===== src/drp_pkg.sv =====
// drp_pkg: constants, command pin struct and state encoding for the ddr2 command model
// assumes: one clock at 10 MHz, registers reached over apb
package drp_pkg;
   localparam int unsigned CLK_NS        = 100;
   localparam int unsigned TREFI_NS      = 7800;
   localparam int unsigned TREFI_CYC     = TREFI_NS / CLK_NS;
   localparam int unsigned ROW_W         = 13;
   localparam int unsigned NBANK         = 8;
   // register byte offsets
   localparam logic [7:0]  OFS_CTRL      = 8'h00;
   localparam logic [7:0]  OFS_TIM0      = 8'h04;
   localparam logic [7:0]  OFS_TIM1      = 8'h08;
   localparam logic [7:0]  OFS_STAT      = 8'h0C;
   localparam logic [7:0]  OFS_ROW       = 8'h10;
   // ctrl fields
   localparam int unsigned CTRL_WR_LSB   = 0;
   localparam int unsigned CTRL_BL8_BIT  = 3;
   localparam int unsigned CTRL_SLOW_BIT = 4;
   localparam int unsigned CTRL_WL_LSB   = 5;
   localparam int unsigned CTRL_AL_LSB   = 8;
   localparam logic [31:0] CTRL_RST      = 32'h0000_0043;
   localparam logic [31:0] CTRL_MASK     = 32'h0000_07FF;
   // tim0: tras [7:0], trp [15:8], trfc [23:16]; tim1: txp, txard, txards, txsnr
   localparam logic [31:0] TIM0_RST      = 32'h0002_0304;
   localparam logic [31:0] TIM1_RST      = 32'h0402_0202;
   localparam logic [7:0]  BL4_HALF      = 8'h02;
   localparam logic [7:0]  BL8_HALF      = 8'h04;

   typedef struct packed {
      logic       cke;
      logic       cs_n;
      logic       ras_n;
      logic       cas_n;
      logic       we_n;
      logic       odt;
      logic       a10;
      logic [2:0] ba;
   } drp_pins_s;

   typedef enum logic [1:0] {
      ST_RUN  = 2'b00,
      ST_PDN  = 2'b01,
      ST_SREF = 2'b11,
      ST_SRX  = 2'b10
   } drp_state_e;
endpackage


===== src/drp_bank.sv =====
// drp_bank: one bank's open row, tras lockout, auto-precharge and trp timing
// assumes: command strobes are single-cycle and already decoded for this bank
`timescale 1ns/1ps
module drp_bank
   import drp_pkg::*;
(
   input  wire logic       pclk,     // clock
   input  wire logic       presetn,  // async reset, low
   input  wire logic       act,      // activate
   input  wire logic       wr_ap,    // write with auto-precharge
   input  wire logic       rd_ap,    // read with auto-precharge
   input  wire logic       pre,      // explicit precharge
   input  wire logic [7:0] wap_dly,  // wl + bl/2 + wr
   input  wire logic [7:0] rap_dly,  // al + bl/2
   input  wire logic [7:0] tras,     // tras in cycles
   input  wire logic [7:0] trp,      // trp in cycles
   output logic            open,     // row open
   output logic            busy,     // precharge pending or running
   output logic            ap_start  // internal precharge began
);
   logic       open_q, open_d, pend_q, pend_d, ap_q, ap_d;
   logic [7:0] ras_q, ras_d, pcnt_q, pcnt_d, rp_q, rp_d;

   always_comb
   begin
      open_d = open_q;
      pend_d = pend_q;
      ap_d   = 1'b0;
      ras_d  = (ras_q != 8'h00) ? ras_q - 8'h01 : ras_q;
      pcnt_d = (pcnt_q != 8'h00) ? pcnt_q - 8'h01 : pcnt_q;
      rp_d   = (rp_q != 8'h00) ? rp_q - 8'h01 : rp_q;
      if (act)
      begin
         open_d = 1'b1;
         ras_d  = tras;
      end
      if (wr_ap || rd_ap)
      begin
         pend_d = 1'b1;
         pcnt_d = wr_ap ? wap_dly : rap_dly;
      end
      else if (pend_q && pcnt_q == 8'h00 && ras_q == 8'h00)
      begin
         pend_d = 1'b0;
         open_d = 1'b0;
         rp_d   = trp;
         ap_d   = 1'b1;
      end
      if (pre)
      begin
         open_d = 1'b0;
         rp_d   = trp;
      end
   end

   always_ff @(posedge pclk or negedge presetn)
   begin
      if (!presetn)
      begin
         open_q <= 1'b0;
         pend_q <= 1'b0;
         ap_q   <= 1'b0;
         ras_q  <= 8'h00;
         pcnt_q <= 8'h00;
         rp_q   <= 8'h00;
      end
      else
      begin
         open_q <= open_d;
         pend_q <= pend_d;
         ap_q   <= ap_d;
         ras_q  <= ras_d;
         pcnt_q <= pcnt_d;
         rp_q   <= rp_d;
      end
   end

   assign open     = open_q;
   assign busy     = pend_q || (rp_q != 8'h00);
   assign ap_start = ap_q;
endmodule // drp_bank


===== src/drp_refresh.sv =====
// drp_refresh: internal refresh row counter, trfc busy time, self-refresh timer
// assumes: ref_cmd is one cycle per auto-refresh; self_en high during self-refresh
`timescale 1ns/1ps
module drp_refresh
   import drp_pkg::*;
(
   input  wire logic             pclk,    // clock
   input  wire logic             presetn, // async reset, low
   input  wire logic             ref_cmd, // auto-refresh registered
   input  wire logic             self_en, // self-refresh active
   input  wire logic [7:0]       trfc,    // trfc in cycles
   output logic      [ROW_W-1:0] row,     // next row to refresh
   output logic                  busy,    // refresh cycle running
   output logic                  strobe   // a row was refreshed
);
   localparam logic [7:0] TREFI_C = 8'(TREFI_CYC);
   logic [ROW_W-1:0] row_q, row_d;
   logic [7:0]       rfc_q, rfc_d, tmr_q, tmr_d;
   logic             stb_q, stb_d, tick;

   always_comb
   begin
      tick  = self_en && (tmr_q == 8'h00);
      tmr_d = !self_en ? TREFI_C : (tick ? TREFI_C : tmr_q - 8'h01);
      stb_d = ref_cmd || tick;
      row_d = stb_d ? row_q + 1'b1 : row_q;
      rfc_d = stb_d ? trfc : ((rfc_q != 8'h00) ? rfc_q - 8'h01 : rfc_q);
   end

   always_ff @(posedge pclk or negedge presetn)
   begin
      if (!presetn)
      begin
         row_q <= '0;
         rfc_q <= 8'h00;
         tmr_q <= TREFI_C;
         stb_q <= 1'b0;
      end
      else
      begin
         row_q <= row_d;
         rfc_q <= rfc_d;
         tmr_q <= tmr_d;
         stb_q <= stb_d;
      end
   end

   assign row    = row_q;
   assign busy   = rfc_q != 8'h00;
   assign strobe = stb_q;
endmodule // drp_refresh


===== src/drp_top.sv =====
// drp_top: ddr2 command-level model: auto-precharge, refresh, self-refresh, power-down
// assumes: command pins synchronous to pclk; registers over apb, zero wait states
`timescale 1ns/1ps
module drp_top
   import drp_pkg::*;
(
   input  wire logic             pclk,       // 10 MHz clock
   input  wire logic             presetn,    // async reset, low
   input  wire logic             psel,       // apb select
   input  wire logic             penable,    // apb enable
   input  wire logic             pwrite,     // apb direction
   input  wire logic [7:0]       paddr,      // apb byte address
   input  wire logic [31:0]      pwdata,     // apb write data
   output logic      [31:0]      prdata,     // apb read data
   output logic                  pready,     // apb ready
   output logic                  pslverr,    // apb error
   input  wire drp_pins_s        pins,       // command pins
   output logic      [NBANK-1:0] bank_open,  // rows open per bank
   output logic      [NBANK-1:0] ap_strobe,  // internal precharge began
   output logic      [ROW_W-1:0] ref_row,    // refresh row counter
   output logic                  ref_strobe, // refresh of one row
   output logic                  in_buf_en,  // input/output buffers on
   output logic                  clk_gated,  // internal clock stopped
   output logic                  dll_on,     // dll running
   output logic                  odt_en,     // termination active
   output logic                  exit_busy   // exit latency running
);
   drp_state_e st_q, st_d;
   logic [31:0] ctrl_q, ctrl_d, tim0_q, tim0_d, tim1_q, tim1_d;
   logic [31:0] rd_q, rd_d;
   logic        err_q, err_d, cke_q, cke_d, dll_q, dll_d;
   logic [7:0]  xc_q, xc_d;
   logic [7:0]  bl_half, wap_dly, rap_dly;
   logic        cmd_ok, nop, c_act, c_ref, c_pre, c_wr, c_rd;
   logic        ref_busy, any_open, setup, wr_en;
   logic [NBANK-1:0] b_act, b_wap, b_rap, b_pre, b_busy;

   function automatic logic is_nop(input drp_pins_s p);
      is_nop = p.cs_n || (p.ras_n && p.cas_n && p.we_n);
   endfunction

   function automatic logic is_cmd(input drp_pins_s p, input logic r, input logic c, input logic w);
      is_cmd = !p.cs_n && p.ras_n == r && p.cas_n == c && p.we_n == w;
   endfunction

   function automatic logic [7:0] field(input logic [31:0] r, input int unsigned lsb);
      field = r[lsb +: 8];
   endfunction

   // command decode, only while running and not in an exit interval
   always_comb
   begin
      cmd_ok = (st_q == ST_RUN) && cke_q && pins.cke && !exit_busy;
      nop    = is_nop(pins);
      c_act  = cmd_ok && is_cmd(pins, 1'b0, 1'b1, 1'b1);
      c_ref  = cmd_ok && is_cmd(pins, 1'b0, 1'b0, 1'b1);
      c_pre  = cmd_ok && is_cmd(pins, 1'b0, 1'b1, 1'b0);
      c_wr   = cmd_ok && is_cmd(pins, 1'b1, 1'b0, 1'b0);
      c_rd   = cmd_ok && is_cmd(pins, 1'b1, 1'b0, 1'b1);
   end

   assign bl_half = ctrl_q[CTRL_BL8_BIT] ? BL8_HALF : BL4_HALF;
   // write ap: burst end (wl + bl/2) then programmed write recovery
   assign wap_dly = 8'(ctrl_q[CTRL_WL_LSB +: 3]) + bl_half + 8'(ctrl_q[CTRL_WR_LSB +: 3]);
   assign rap_dly = 8'(ctrl_q[CTRL_AL_LSB +: 3]) + bl_half;

   // per-bank strobes; other banks stay free during auto-precharge
   genvar gi;
   generate
      for (gi = 0; gi < NBANK; gi++)
      begin : g_bank
         logic hit;
         assign hit       = pins.ba == 3'(gi);
         assign b_act[gi] = c_act && hit;
         assign b_wap[gi] = c_wr && pins.a10 && hit;
         assign b_rap[gi] = c_rd && pins.a10 && hit;
         assign b_pre[gi] = c_pre && (pins.a10 || hit);
         drp_bank u_bank (
            .pclk     (pclk),
            .presetn  (presetn),
            .act      (b_act[gi]),
            .wr_ap    (b_wap[gi]),
            .rd_ap    (b_rap[gi]),
            .pre      (b_pre[gi]),
            .wap_dly  (wap_dly),
            .rap_dly  (rap_dly),
            .tras     (field(tim0_q, 0)),
            .trp      (field(tim0_q, 8)),
            .open     (bank_open[gi]),
            .busy     (b_busy[gi]),
            .ap_start (ap_strobe[gi])
         );
      end
   endgenerate

   assign any_open = |bank_open;

   drp_refresh u_ref (
      .pclk    (pclk),
      .presetn (presetn),
      .ref_cmd (c_ref),
      .self_en (st_q == ST_SREF),
      .trfc    (field(tim0_q, 16)),
      .row     (ref_row),
      .busy    (ref_busy),
      .strobe  (ref_strobe)
   );

   // power state machine
   always_comb
   begin
      st_d  = st_q;
      cke_d = pins.cke;
      dll_d = dll_q;
      xc_d  = (xc_q != 8'h00) ? xc_q - 8'h01 : xc_q;
      case (st_q)
         ST_RUN:
         begin
            if (cke_q && !pins.cke && !exit_busy)
            begin
               if (is_cmd(pins, 1'b0, 1'b0, 1'b1))
               begin
                  st_d  = ST_SREF;
                  dll_d = 1'b0;
               end
               else if (nop)
               begin
                  st_d  = ST_PDN;
                  dll_d = any_open && !ctrl_q[CTRL_SLOW_BIT];
               end
            end
         end
         ST_PDN:
         begin
            if (pins.cke && nop)
            begin
               st_d  = ST_RUN;
               dll_d = 1'b1;
               if (!any_open)
                  xc_d = field(tim1_q, 0);
               else if (ctrl_q[CTRL_SLOW_BIT])
                  xc_d = field(tim1_q, 16);
               else
                  xc_d = field(tim1_q, 8);
            end
         end
         ST_SREF:
         begin
            // exit is taken at the next pclk edge: cke high alone ends it
            if (pins.cke)
            begin
               st_d  = ST_SRX;
               dll_d = 1'b1;
               xc_d  = field(tim1_q, 24);
            end
         end
         ST_SRX:
         begin
            if (xc_q == 8'h00)
               st_d = ST_RUN;
         end
         default:
         begin
            st_d = ST_RUN;
         end
      endcase
   end

   always_ff @(posedge pclk or negedge presetn)
   begin
      if (!presetn)
      begin
         st_q  <= ST_RUN;
         cke_q <= 1'b0;
         dll_q <= 1'b1;
         xc_q  <= 8'h00;
      end
      else
      begin
         st_q  <= st_d;
         cke_q <= cke_d;
         dll_q <= dll_d;
         xc_q  <= xc_d;
      end
   end

   assign exit_busy = xc_q != 8'h00;
   assign in_buf_en = st_q == ST_RUN || st_q == ST_SRX;
   assign clk_gated = st_q == ST_SREF;
   assign dll_on    = dll_q;
   assign odt_en    = pins.odt && st_q != ST_SREF && st_q != ST_SRX;

   // apb slave: read data latched in setup, answer in the access cycle
   assign setup = psel && !penable;
   assign wr_en = psel && penable && pwrite;

   always_comb
   begin
      ctrl_d = ctrl_q;
      tim0_d = tim0_q;
      tim1_d = tim1_q;
      rd_d   = rd_q;
      err_d  = err_q;
      if (setup)
      begin
         err_d = 1'b0;
         rd_d  = 32'h0000_0000;
         case (paddr)
            OFS_CTRL: rd_d = ctrl_q;
            OFS_TIM0: rd_d = tim0_q;
            OFS_TIM1: rd_d = tim1_q;
            OFS_STAT: rd_d = {11'h000, exit_busy, ref_busy, dll_q, st_q, b_busy, bank_open};
            OFS_ROW:  rd_d = 32'(ref_row);
            default:  err_d = 1'b1;
         endcase
      end
      if (wr_en)
      begin
         case (paddr)
            OFS_CTRL: ctrl_d = pwdata & CTRL_MASK;
            OFS_TIM0: tim0_d = {8'h00, pwdata[23:0]};
            OFS_TIM1: tim1_d = pwdata;
            default:  ctrl_d = ctrl_q;
         endcase
      end
   end

   always_ff @(posedge pclk or negedge presetn)
   begin
      if (!presetn)
      begin
         ctrl_q <= CTRL_RST;
         tim0_q <= TIM0_RST;
         tim1_q <= TIM1_RST;
         rd_q   <= 32'h0000_0000;
         err_q  <= 1'b0;
      end
      else
      begin
         ctrl_q <= ctrl_d;
         tim0_q <= tim0_d;
         tim1_q <= tim1_d;
         rd_q   <= rd_d;
         err_q  <= err_d;
      end
   end

   assign prdata  = rd_q;
   assign pready  = 1'b1;
   assign pslverr = psel && penable && err_q;
endmodule // drp_top


===== config.mk =====
export PLATFORM = sky130hd
export DESIGN_NAME = drp_top
export DESIGN_NICKNAME = d
export VERILOG_FILES = /design/src/drp_pkg.sv /design/src/drp_bank.sv /design/src/drp_refresh.sv /design/src/drp_top.sv
export SDC_FILE = /design/constraint.sdc
export NUM_CORES = 1
export LEC_CHECK = 0
export ABC_AREA = 1
export BUFFER_PORTS_ARGS = -buffer_cell sky130_fd_sc_hd__clkbuf_2
export CAP_MARGIN = 5
export CORE_ASPECT_RATIO = 2
export CORE_MARGIN = 2
export CORE_UTILIZATION = 55
export DETAILED_ROUTE_END_ITERATION = 7
export GPL_TIMING_DRIVEN = 0
export PLACE_DENSITY = 0.73
export SLEW_MARGIN = 20
export SYNTH_ARGS = -nofsm -noshare
export SYNTH_HDL_FRONTEND = slang
export SYNTH_HIERARCHICAL = 1
export SYNTH_SLANG_ARGS = --single-unit

===== constraint.sdc =====
create_clock -name pclk -period 3.83 [get_ports pclk]
set_input_delay 0.383 -clock pclk [delete_from_list [all_inputs] [get_ports pclk]]
set_output_delay 0.383 -clock pclk [all_outputs]
set_load 0.02 [all_outputs]

# Yosys cells after proc, flatten, opt, wreduce, memory -nomap -nowiden
# Cells that the tools add are included.
dict set report op_classes {
  n_addsub 31
  n_eq_ne 21
  mux 162
  n_bitwise 3
  reduce_logical 193
}
# operator count
set op_table {}
lappend op_table {{2-to-1 mux 8 bit} 73}
lappend op_table {{subtractor 8 x 1 -> 8 bit, second input constant} 27}
lappend op_table {{nonzero test 8 bit} 26}
lappend op_table {{one-hot mux 32 bit (5 select lines)} 1}
lappend op_table {{logical NOT 8 bit} 19}
lappend op_table {{logical AND 1 bit} 81}
lappend op_table {{2-to-1 mux 1 bit} 70}
lappend op_table {{nonzero test 2 bit} 25}
lappend op_table {{2-to-1 mux 5 bit} 8}
lappend op_table {{logical OR 1 bit} 27}
lappend op_table {{equality test 8 x 4 -> 1 bit, second input constant} 2}
lappend op_table {{one-hot mux 8 bit (2 select lines)} 1}
lappend op_table {{adder 13 x 1 -> 13 bit, second input constant} 1}
lappend op_table {{equality test 3 bit, second input constant} 4}
lappend op_table {{2-to-1 mux 2 bit} 6}
lappend op_table {{!= test 2 bit, second input constant} 6}
lappend op_table {{AND reduction 5 bit} 2}
lappend op_table {{adder 3 x 3 -> 4 bit} 2}
lappend op_table {{equality test 8 x 3 -> 1 bit, second input constant} 1}
lappend op_table {{equality test 8 x 5 -> 1 bit, second input constant} 1}
lappend op_table {{one-hot mux 2 bit (4 select lines)} 1}
lappend op_table {{OR reduction 8 bit} 1}
lappend op_table {{equality test 3 x 2 -> 1 bit, second input constant} 2}
lappend op_table {{AND reduction 2 bit} 3}
lappend op_table {{13 further kinds} 20}
dict set report totals {
  register_bits 358
  output_inout_bits 69
  elab_cells 471
}

# Longest topological paths before layout
# Gate-level depths: netlist (run 1).
dict set report depth {
  ltp_word 10
  depth_mapped 18
  ltp_nobuf 16
}

# Cells and area by module
# Netlist (run 1), hierarchy kept.
# mod n_inst cells_per_inst area_each_um2 seq_area_each_um2
set by_module_without_submodules {}
lappend by_module_without_submodules {{drp_bank at g_bank[0].u_bank ...} 7 255 1816.7 675.6}
lappend by_module_without_submodules {drp_top 1 860 6184.7 2817.7}
lappend by_module_without_submodules {drp_refresh 1 241 1781.7 755.7}
lappend by_module_without_submodules {{drp_bank at g_bank[2].u_bank} 1 247 1754.2 675.6}

# Worst setup path before layout (run 1)
# Ideal clock, no wire load.
dict set report synth_timing {
  path_kind {reg-to-reg}
  start {register ctrl_q[1]}
  end {register g_bank[0].u_bank.pcnt_q[3]}
  setup_time_ns 0.077
  arrival_time_ns 2.392
  required_ns 3.753
  slack_ns 1.360
  path_stages_with_launch 10
  cell_sequence {dfstp_2 inv_1 fa_1 inv_1 ha_1 inv_1 fa_1 xnor2_1 a22oi_1 a21oi_1}
}
dict set report synth_via {
  elab_chain_cells 3
}
# element line_no
set synth_rtl {}
lappend synth_rtl {{from (decl)} drp_top.sv:29} ;# logic [31:0] ctrl_q, ctrl_d, tim0_q, tim0_d, tim1_q, tim1_d;
lappend synth_rtl {{from (signal assigned)} drp_top.sv:240} ;# ctrl_q <= ctrl_d;
lappend synth_rtl {{adder 4 x 3 -> 5 bit} drp_top.sv:64} ;# assign wap_dly = 8'(ctrl_q[CTRL_WL_LSB +: 3]) + bl_half + 8'(ctrl_q[CTRL_WR_LSB +: 3]);
lappend synth_rtl {{net wap_dly[3]} drp_top.sv:33} ;# logic [7:0] bl_half, wap_dly, rap_dly;
lappend synth_rtl {{2-to-1 mux 5 bit} drp_bank.sv:40} ;# pcnt_d = wr_ap ? wap_dly : rap_dly;
lappend synth_rtl {{2-to-1 mux 8 bit} drp_bank.sv:37} ;# if (wr_ap || rd_ap)
lappend synth_rtl {{to (signal assigned)} drp_bank.sv:73} ;# pcnt_q <= pcnt_d;
lappend synth_rtl {{to (decl)} drp_bank.sv:22} ;# logic [7:0] ras_q, ras_d, pcnt_q, pcnt_d, rp_q, rp_d;
# The timed path passes the listed nets, and every way through them passes these cells.
# A chain may end at the register's enable or synchronous reset.

# Worst setup path in the final report (run 1)
dict set report layout_timing {
  start {register xc_q[0]}
  end {register g_bank[1].u_bank.rp_q[2]}
}
dict set report layout_via {
  elab_chain_cells 9
  elab_cells_between_ends 14
  cone_classes {mux: 2; reduce/logical: 12}
}
# element line_no
set layout_rtl {}
lappend layout_rtl {{from (decl)} drp_top.sv:32} ;# logic [7:0] xc_q, xc_d;
lappend layout_rtl {{from (signal assigned)} drp_top.sv:176} ;# xc_q <= 8'h00;
lappend layout_rtl {{from (signal assigned)} drp_top.sv:183} ;# xc_q <= xc_d;
lappend layout_rtl {{nonzero test 8 bit} drp_top.sv:187} ;# assign exit_busy = xc_q != 8'h00;
lappend layout_rtl {{logical NOT 1 bit} drp_top.sv:53} ;# cmd_ok = (st_q == ST_RUN) && cke_q && pins.cke && !exit_busy;
lappend layout_rtl {{logical AND 1 bit} drp_top.sv:53}
lappend layout_rtl {{logical AND 1 bit} drp_top.sv:59} ;# c_rd = cmd_ok && is_cmd(pins, 1'b1, 1'b0, 1'b1);
lappend layout_rtl {{logical AND 1 bit (2 in a row)} drp_top.sv:76} ;# assign b_rap[gi] = c_rd && pins.a10 && hit;
lappend layout_rtl {{net b_rap[1]} drp_top.sv:36} ;# logic [NBANK-1:0] b_act, b_wap, b_rap, b_pre, b_busy;
lappend layout_rtl {{logical OR 1 bit} drp_bank.sv:37}
lappend layout_rtl {{2-to-1 mux 8 bit} drp_bank.sv:37}
lappend layout_rtl {{2-to-1 mux 8 bit} drp_bank.sv:49} ;# if (pre)
lappend layout_rtl {{net g_bank[1].u_bank.rp_d[2]} drp_bank.sv:22}
lappend layout_rtl {{to (signal assigned)} drp_bank.sv:74} ;# rp_q <= rp_d;
lappend layout_rtl {{to (decl)} drp_bank.sv:22}
# The timed path passes the listed nets, and every way through them passes these cells.

==> results of run 1 <==
## cells in the mapped netlist (19+ instances only)
library cell  number  area share, %
a21oi_1          112            2.5
a22oi_1           32            1.1
buf_2             29           0.65
dfrtp_1          342             38
ha_1              49            2.7
inv_1            473            7.9
inv_2             35           0.59
nand2_1          769             13
nand2_2           49            1.4
nand2_4           19           0.95
nand3_1          342            7.6
nand4_1           45            1.3
nor2_1           333            5.6
o21ai_0          254            5.7
xnor2_1           26            1.0
xor2_1            31            1.2
## state kept, by name, indices dropped and copies added (netlist names), 2 cells and up
signal and flops:
g_bank.u_bank/pcnt_q 64, g_bank.u_bank/ras_q 64, g_bank.u_bank/rp_q 64, prdata 32, tim1_q 32, tim0_q 24, u_ref/row 13, ctrl_q 11
g_bank.u_bank/ap_start 8, g_bank.u_bank/open 8, g_bank.u_bank/pend_q 8, u_ref/rfc_q 8, u_ref/tmr_q 8, xc_q 8, st_q 2
## final cells by class
cell class / instances / area share [%]
inverters: 524 / 7.90
clock buffers: 45 / 3.78
multi-input cells: 2241 / 44.4
clock inverters: 12 / 0.769
flip-flops and latches: 358 / 35.6
plain buffers: 65 / 1.96
repair buffers: 127 / 2.93
well taps: 530 / 2.63
diodes: 5 / 0.0496
## layer usage
| metal | global-route usage, % | share of wire (%) | routed length [um] |
|---|---|---|---|
| met1 | 31.8 | 34 | 23200 |
| met2 | 59.2 | 51 | 35000 |
| met3 | 3.74 | 4.9 | 3360 |
| met4 | 27.2 | 9.5 | 6480 |
| met5 | 0 | 0 | 0 |
## power breakdown
part	total [W]	internal (W)	switching (W)
Clock	0.00359	0.00209	0.00150
Sequential	0.00445	0.00415	0.000297
Combinational	0.00208	0.000733	0.00135
## cells by family (layout without fill, tap and decap cells)
family | count (synthesis) | after routing | synth area share (%)
flip-flops | 358 | 358 | 40.0
other | 2 | 62 | 0.0335
adder cells (fa/ha/maj) | 53 | 53 | 3.09
multiplexers | 3 | 3 | 0.134
XOR/XNOR | 57 | 57 | 2.22
AND/OR/NAND/NOR | 1630 | 1630 | 32.9
AO/OA/AOI/OAI | 441 | 441 | 10.5
buffers and inverters | 589 | 773 | 11.1
## worst max-delay path: stages, from the launching register on
cell and delay (ns):
dfrtp_1 0.39, inv_1 0.10, ha_1 0.24, nand2_1 0.13, nor2_4 0.19, nand2_1 0.17, nor2_1 0.27, nand2_1 0.41
nor2_1 0.51, nor2_8 0.10, inv_4 0.13, nor2_8 0.07, nand2_4 0.16, nand2_4 0.07, buf_8 0.15, nand2_1 0.05
o21ai_0 0.11
## path summary, 6_finish.rpt
path | start | end | slack, ns | cells past startpoint
max | xc_q[0] | g_bank[1].u_bank/rp_q[2] | 0.41 | 16
min | pins[9] | cke_q | 0.05 | 1
max reg2reg | xc_q[0] | g_bank[1].u_bank/rp_q[2] | 0.41 | 16
min reg2reg | u_ref/tmr_q[0] | u_ref/tmr_q[0] | 0.42 | 1
max in group asynchronous | presetn | u_ref/tmr_q[1] | 2.13 | 4
min in group asynchronous | presetn | g_bank[0].u_bank/pcnt_q[5] | 0.38 | 2
## per-stage QoR
step                cells  setup TNS, ns  hold WS [ns]
CTS                  3902              0        0.0351
detailed placement   3844              0         0.387
global route         3905              0        0.0494
floorplan            3188              0        0.0874
finish               3907              0        0.0522
global placement     3840       -1963.57         0.414
## timing repair
item,4_1_cts,5_1_grt
hold endpoints to repair,50,0
gates resized for setup,0,0
hold buffers,1,0
==> reports/metrics.cfg, run 1 <==
[global_route]
grt_max_degree=90
antenna_found_initial=4
grt_pass1_vias=21200
grt_usage_pct=32.1
grt_pass1_wl_um=107000
grt.overflow.total=0

[floorplan]
die_w_um=147
num_rows=104
die_y_um=290
core-area_sq_um=40200
io_pins=124
dieArea_sq_um=42500
initial_core_util_pct=55.8

[routing]
drt-total-wl_um=68000
antenna_left=0
wl_per_cell_um=17.4
vias=21300
vias_per_cell=5.44
drc=0
drtIter0Drc=1277
drt-pass1-iter-count=5

[clock_network]
clk_pin_slew_worst_paths_ns=0.07
post_cts_buffers=0
numClockSinks=358
cts_tree=done
cts_buffer_depth=3
cts_buffers=34
h-tree-depth=2
clock_latency_ns=0.54
cts-root-buf=clkbuf_16

[placement]
io_buffers=122
dp_slack_ns=0.525
dp_hpwl_um=52200
place_congestion=1.04
postPlaceCellArea_sq_um=24000

[sta]
relSlewSlack_pct=44.6
setup_ws_ns=0.410
skew_ns=0.0227
setup_viol=0
hold_viol_final=0
rsz0062_at_grt=no
fin_crit_ns=3.42
fin_crit_sh_pct=89.3
clock.fmax_mhz=292
drv_slew=0
worst_pin_slew_ns=0.827

[layout]
postLayoutCoreUtil_pct=62.7
fillers=3622
seqCellArea_sq_um=8980
final_common_cell=nand2_1
nNetsFinal=3459
fin_area_sq_um=25200
final_cell_mix=nand2_1, inv_1, nand3_1, dfrtp_1, nor2_1
syn_to_final_growth_pct=12.4
multi_input_area_sq_um=11200
drive_gt1_share_pct=12.2

[critical_path]
required_ns=4.22
critPathLaunchType=flip-flop
endpoint_kind=flip-flop
path_max_fanout=10
arrival_ns=3.81
worstSetupPathType=flip-flop to flip-flop

[logic_synthesis]
synth_area_sq_um=22400
ys_ff_latch=358
yosys_most_used_dff=dfrtp_1
ys_seq_area_share_pct=40.0
ys_warn_count=6
syn_inst=3133
synth_edf_count=0
async_flop_share_pct=100
synthDistinctLibCells=49
avgSynthCellArea_sq_um=7.16

[flow_run]
drv_cap=0

[power]
pwr_density_cell_nw_per_um2=401
worst_ir_drop_vdd_uv=307
leakagePower_nw=13.5
total_power_w=0.0101

[status]
status=complete, no violations

[min_path]
hold_path_class=input pin to flip-flop

Note: power is estimated with default switching activity, not from simulation.
==> inputs of run 2 (changes only) <==
--- a/config.mk
+++ b/config.mk
@@ -17,5 +17,4 @@
 export SLEW_MARGIN = 20
 export SYNTH_ARGS = -nofsm -noshare
 export SYNTH_HDL_FRONTEND = slang
-export SYNTH_HIERARCHICAL = 1
 export SYNTH_SLANG_ARGS = --single-unit
==> run 2 against run 1 <==
Count of clock-buffer cells in the layout increased by 1. Critical path depth decreased by 7. Sequential cell count unchanged. First-iteration DRC count decreased by 12%. Worst setup slack improved by 0.65 ns. Utilization increased by 0.37 points. Synthesized cell count decreased by 17%. Non-clock buffer count increased by 6. Combinational power increased by 100%. Critical endpoint is now g_bank[0].u_bank.pcnt_q[3]. Routed wire length decreased by 14%. Die area decreased by 11%.
==> reports/metrics.cfg, run 2 <==
[logic_synthesis]
syn_inst=2592  ; was 3,133
ys_seq_area_share_pct=45.1  ; was 40.0%
ys_top_cells_by_area=dfrtp_1, nand2_1, inv_1  ; unchanged
ys_warn_count=0  ; was 6
ys_ff_latch=358  ; unchanged
netlist_top_cells_count=nand2_1, inv_1, dfrtp_1, nor2_1, o21ai_0  ; was nand2_1, inv_1, dfrtp_1, nand3_1, nor2_1
yosys_most_used_dff=dfrtp_1  ; unchanged
synth_edf_count=0  ; unchanged
synth_fp_nets=2701
synth_top_area_share_pct=43.0  ; was 38.1%
avgSynthCellArea_sq_um=7.68  ; was 7.16 sq um
synth_top_cell_by_area=dfrtp_1  ; unchanged
synth_area_sq_um=19900  ; was 22,400 sq um
synth.most_common_cell=nand2_1  ; unchanged
synthDistinctLibCells=46  ; was 49
async_flop_share_pct=100  ; unchanged

[routing]
vias=18000  ; was 21.3k
vias_per_cell=5.57  ; was 5.44
drt-pass1-iter-count=6  ; was 5
wl_per_cell_um=18.0  ; was 17.4 um
drt-total-wl_um=58200  ; was 68,000 um
antenna_left=0  ; unchanged
drtIter0Drc=1127  ; was 1,277
drc=0  ; unchanged

[layout]
final_common_cell=nand2_1  ; unchanged
top_regs=g_bank.u_bank.pcnt_q: 64 flops, g_bank.u_bank.ras_q: 64 flops, g_bank.u_bank.rp_q: 64 flops  ; was g_bank.u_bank/pcnt_q: 64 flops, g_bank.u_bank/ras_q: 64 flops, g_bank.u_bank/rp_q: 64 flops
final_cell_mix=nand2_1, inv_1, dfrtp_1, nor2_1, o21ai_0  ; was nand2_1, inv_1, nand3_1, dfrtp_1, nor2_1
drive_gt1_share_pct=10.1  ; was 12.2%
syn_to_final_growth_pct=13.1  ; was 12.4%
postLayoutCoreUtil_pct=63.1  ; was 62.7%
antenna_cells=0  ; was 5
nNetsFinal=2864  ; was 3,459

[power]
leakagePower_nw=11.6  ; was 13.5 nW
worst_ir_drop_vdd_uv=445  ; was 307 uV
pwr_density_cell_nw_per_um2=611  ; was 401 nW/um^2

[global_route]
antenna_found_initial=0  ; was 4
grt_pass1_vias=18200  ; was 21.2k
grt_usage_pct=30.8  ; was 32.1%
grt_pass1_wl_um=91700  ; was 107,000 um
grt.overflow.total=0  ; unchanged
grt_max_degree=80  ; was 90

[floorplan]
die_y_um=273  ; was 290 um
io_pins=124  ; unchanged
dieArea_sq_um=37800  ; was 42,500 sq um
die_w_um=138  ; was 147 um
core-area_sq_um=35700  ; was 40,200 sq um
initial_core_util_pct=55.8  ; about the same
num_rows=98  ; was 104

[sta]
setup_ws_ns=1.06  ; was 0.410 ns
clock.fmax_mhz=360  ; was 292 MHz
fin_crit_sh_pct=72.5  ; was 89.3%
worst_pin_slew_ns=1.12  ; was 0.827 ns
drv_slew=0  ; unchanged
fin_crit_ns=2.77  ; was 3.42 ns
finalSetupTns_ns=0  ; unchanged
relSlewSlack_pct=25.3  ; was 44.6%
skew_ns=0.0253  ; was 0.0227 ns
hold-worst-slack_ns=0.00738  ; was 0.0522 ns
rsz0062_at_grt=no  ; unchanged
hold_viol_final=0  ; unchanged
setup_viol=0  ; unchanged

[clock_network]
cts-root-buf=clkbuf_16  ; unchanged
post_cts_buffers=0  ; unchanged
h-tree-depth=2  ; unchanged
cts_tree=done  ; unchanged
clk_pin_slew_worst_paths_ns=0.07  ; about the same
clock_latency_ns=0.55  ; was 0.54 ns
cts_buffers=34  ; unchanged
numClockSinks=358  ; unchanged
cts_buffer_depth=3  ; unchanged

[critical_path]
endpoint=g_bank[0].u_bank.pcnt_q[3]  ; was g_bank[1].u_bank/rp_q[2]
arrival_ns=3.20  ; was 3.81 ns
startpoint=ctrl_q[3]  ; was xc_q[0]
r2r_slack_ns=1.06  ; was 0.41 ns
cpPeakStageDelay_ns=0.46  ; was 0.51 ns
path_max_fanout=8  ; was 10
rr_worst_depth=9  ; was 16
critPathLaunchType=flip-flop  ; unchanged
endpoint_kind=flip-flop  ; unchanged
reg2reg_to=g_bank[0].u_bank.pcnt_q[3]  ; was g_bank[1].u_bank/rp_q[2]
required_ns=4.25  ; was 4.22 ns
path_cells=inv_1, fa_1, ha_1, fa_1, xnor2_1, mux2i_1, inv_1, o21ai_0, nor2_1  ; was inv_1, ha_1, nand2_1, nor2_4, nand2_1, nor2_1, nand2_1, nor2_1, nor2_8, inv_4, nor2_8, nand2_4, nand2_4, buf_8, nand2_1, o21ai_0
cp_slowest_cell=dfrtp_1  ; was nor2_1
worstSetupPathType=flip-flop to flip-flop  ; unchanged
r2r-start=ctrl_q[3]  ; was xc_q[0]

[flow_run]
drv_cap=0  ; unchanged

[placement]
dp_slack_ns=1.10  ; was 0.525 ns
dp_hpwl_um=44200  ; was 52,200 um
place_congestion=0.984  ; was 1.04
io_buffers=121  ; was 122

[status]
status=complete, no violations  ; unchanged

[min_path]
hold_path_class=input pin to flip-flop  ; unchanged

==> run 2: changes by cell type after synthesis, moves of 22 or more <==
cell / change
nor3_1: +32
inv_1: -72
nor2_1: -75
a22oi_1: -30
inv_2: -28
o211ai_1: +35
nand3_1: -172
nand2_2: -43
clkbuf_1: +22
nand2_1: -155
o21ai_0: -35
xor2_1: +62
==> run 2: worst min-delay path by stage <==
stage | from | to | depth (start not counted)
2_1_floorplan | presetn | cke_q | 0
3_3_place_gp | u_ref.tmr_q[0] | u_ref.tmr_q[0] | 1
3_5_place_dp | presetn | g_bank[6].u_bank.ras_q[6] | 1
4_1_cts | pins[9] | cke_q | 1
5_1_grt | pins[9] | cke_q | 1
6_report | pins[9] | cke_q | 1
==> run 2: layout make-up <==
class | instances | area (sq um)
Fill cell | 3086 | 13200
Clock buffer | 46 | 1010
Timing Repair Buffer | 127 | 762
Multi-Input combinational cell | 1752 | 8990
Buffer | 71 | 382
Inverter | 411 | 1540
Sequential cell | 358 | 8980
Tap cell | 450 | 563
Clock inverter | 14 | 279
==> run 2: cells by family after synthesis <==
group	synth area share [%]
AO/OA/AOI/OAI	10.9
XOR/XNOR	4.93
adder cells (fa/ha/maj)	3.55
buffers and inverters	9.67
flip-flops	45.1
multiplexers	0.560
other	0.0188
AND/OR/NAND/NOR	25.2
==> run 2: metrics by stage <==
step,std cells,total power (W),instance area (sq um)
2_1_floorplan,2592,0.00879,19900
3_3_place_gp,3163,0.00957,21100
3_5_place_dp,3168,0.00981,21200
4_1_cts,3229,0.0138,22500
5_1_grt,3229,0.0147,22500
6_report,3229,0.0138,22500
==> run 2: routing by layer <==
metal  part of all wire [%]  global-route usage [%]
met1                     34                    31.0
met2                     51                    56.2
met4                     10                    26.2
met5                      0                       0
met3                    4.7                    3.36
==> run 2: where the power goes <==
group | total [W] | leakage [nW] | internal [W] | switching (W)
Combinational | 0.00423 | 6.60 | 0.00169 | 0.00253
Sequential | 0.00560 | 4.33 | 0.00483 | 0.000769
Clock | 0.00394 | 0.626 | 0.00240 | 0.00154
Total | 0.0138 | 11.6 | 0.00891 | 0.00485
==> run 2: repair_timing <==
| action | CTS | global route |
|---|---|---|
| gates resized for setup | 0 | 0 |
| hold endpoints to repair | 56 | 0 |
| hold buffers | 1 | 0 |
==> run 2: critical path, delay by kind of cell, from the launching register on <==
family / cells / cell delay, ns
xor gates and xnor gates: 1 / 0.14
adders and majority gates: 3 / 1.08
and+or+nand+nor: 1 / 0.05
AOI/OAI and AO/OA: 1 / 0.26
buffers and inverters: 2 / 0.46
muxes: 1 / 0.19
DFF: 1 / 0.46
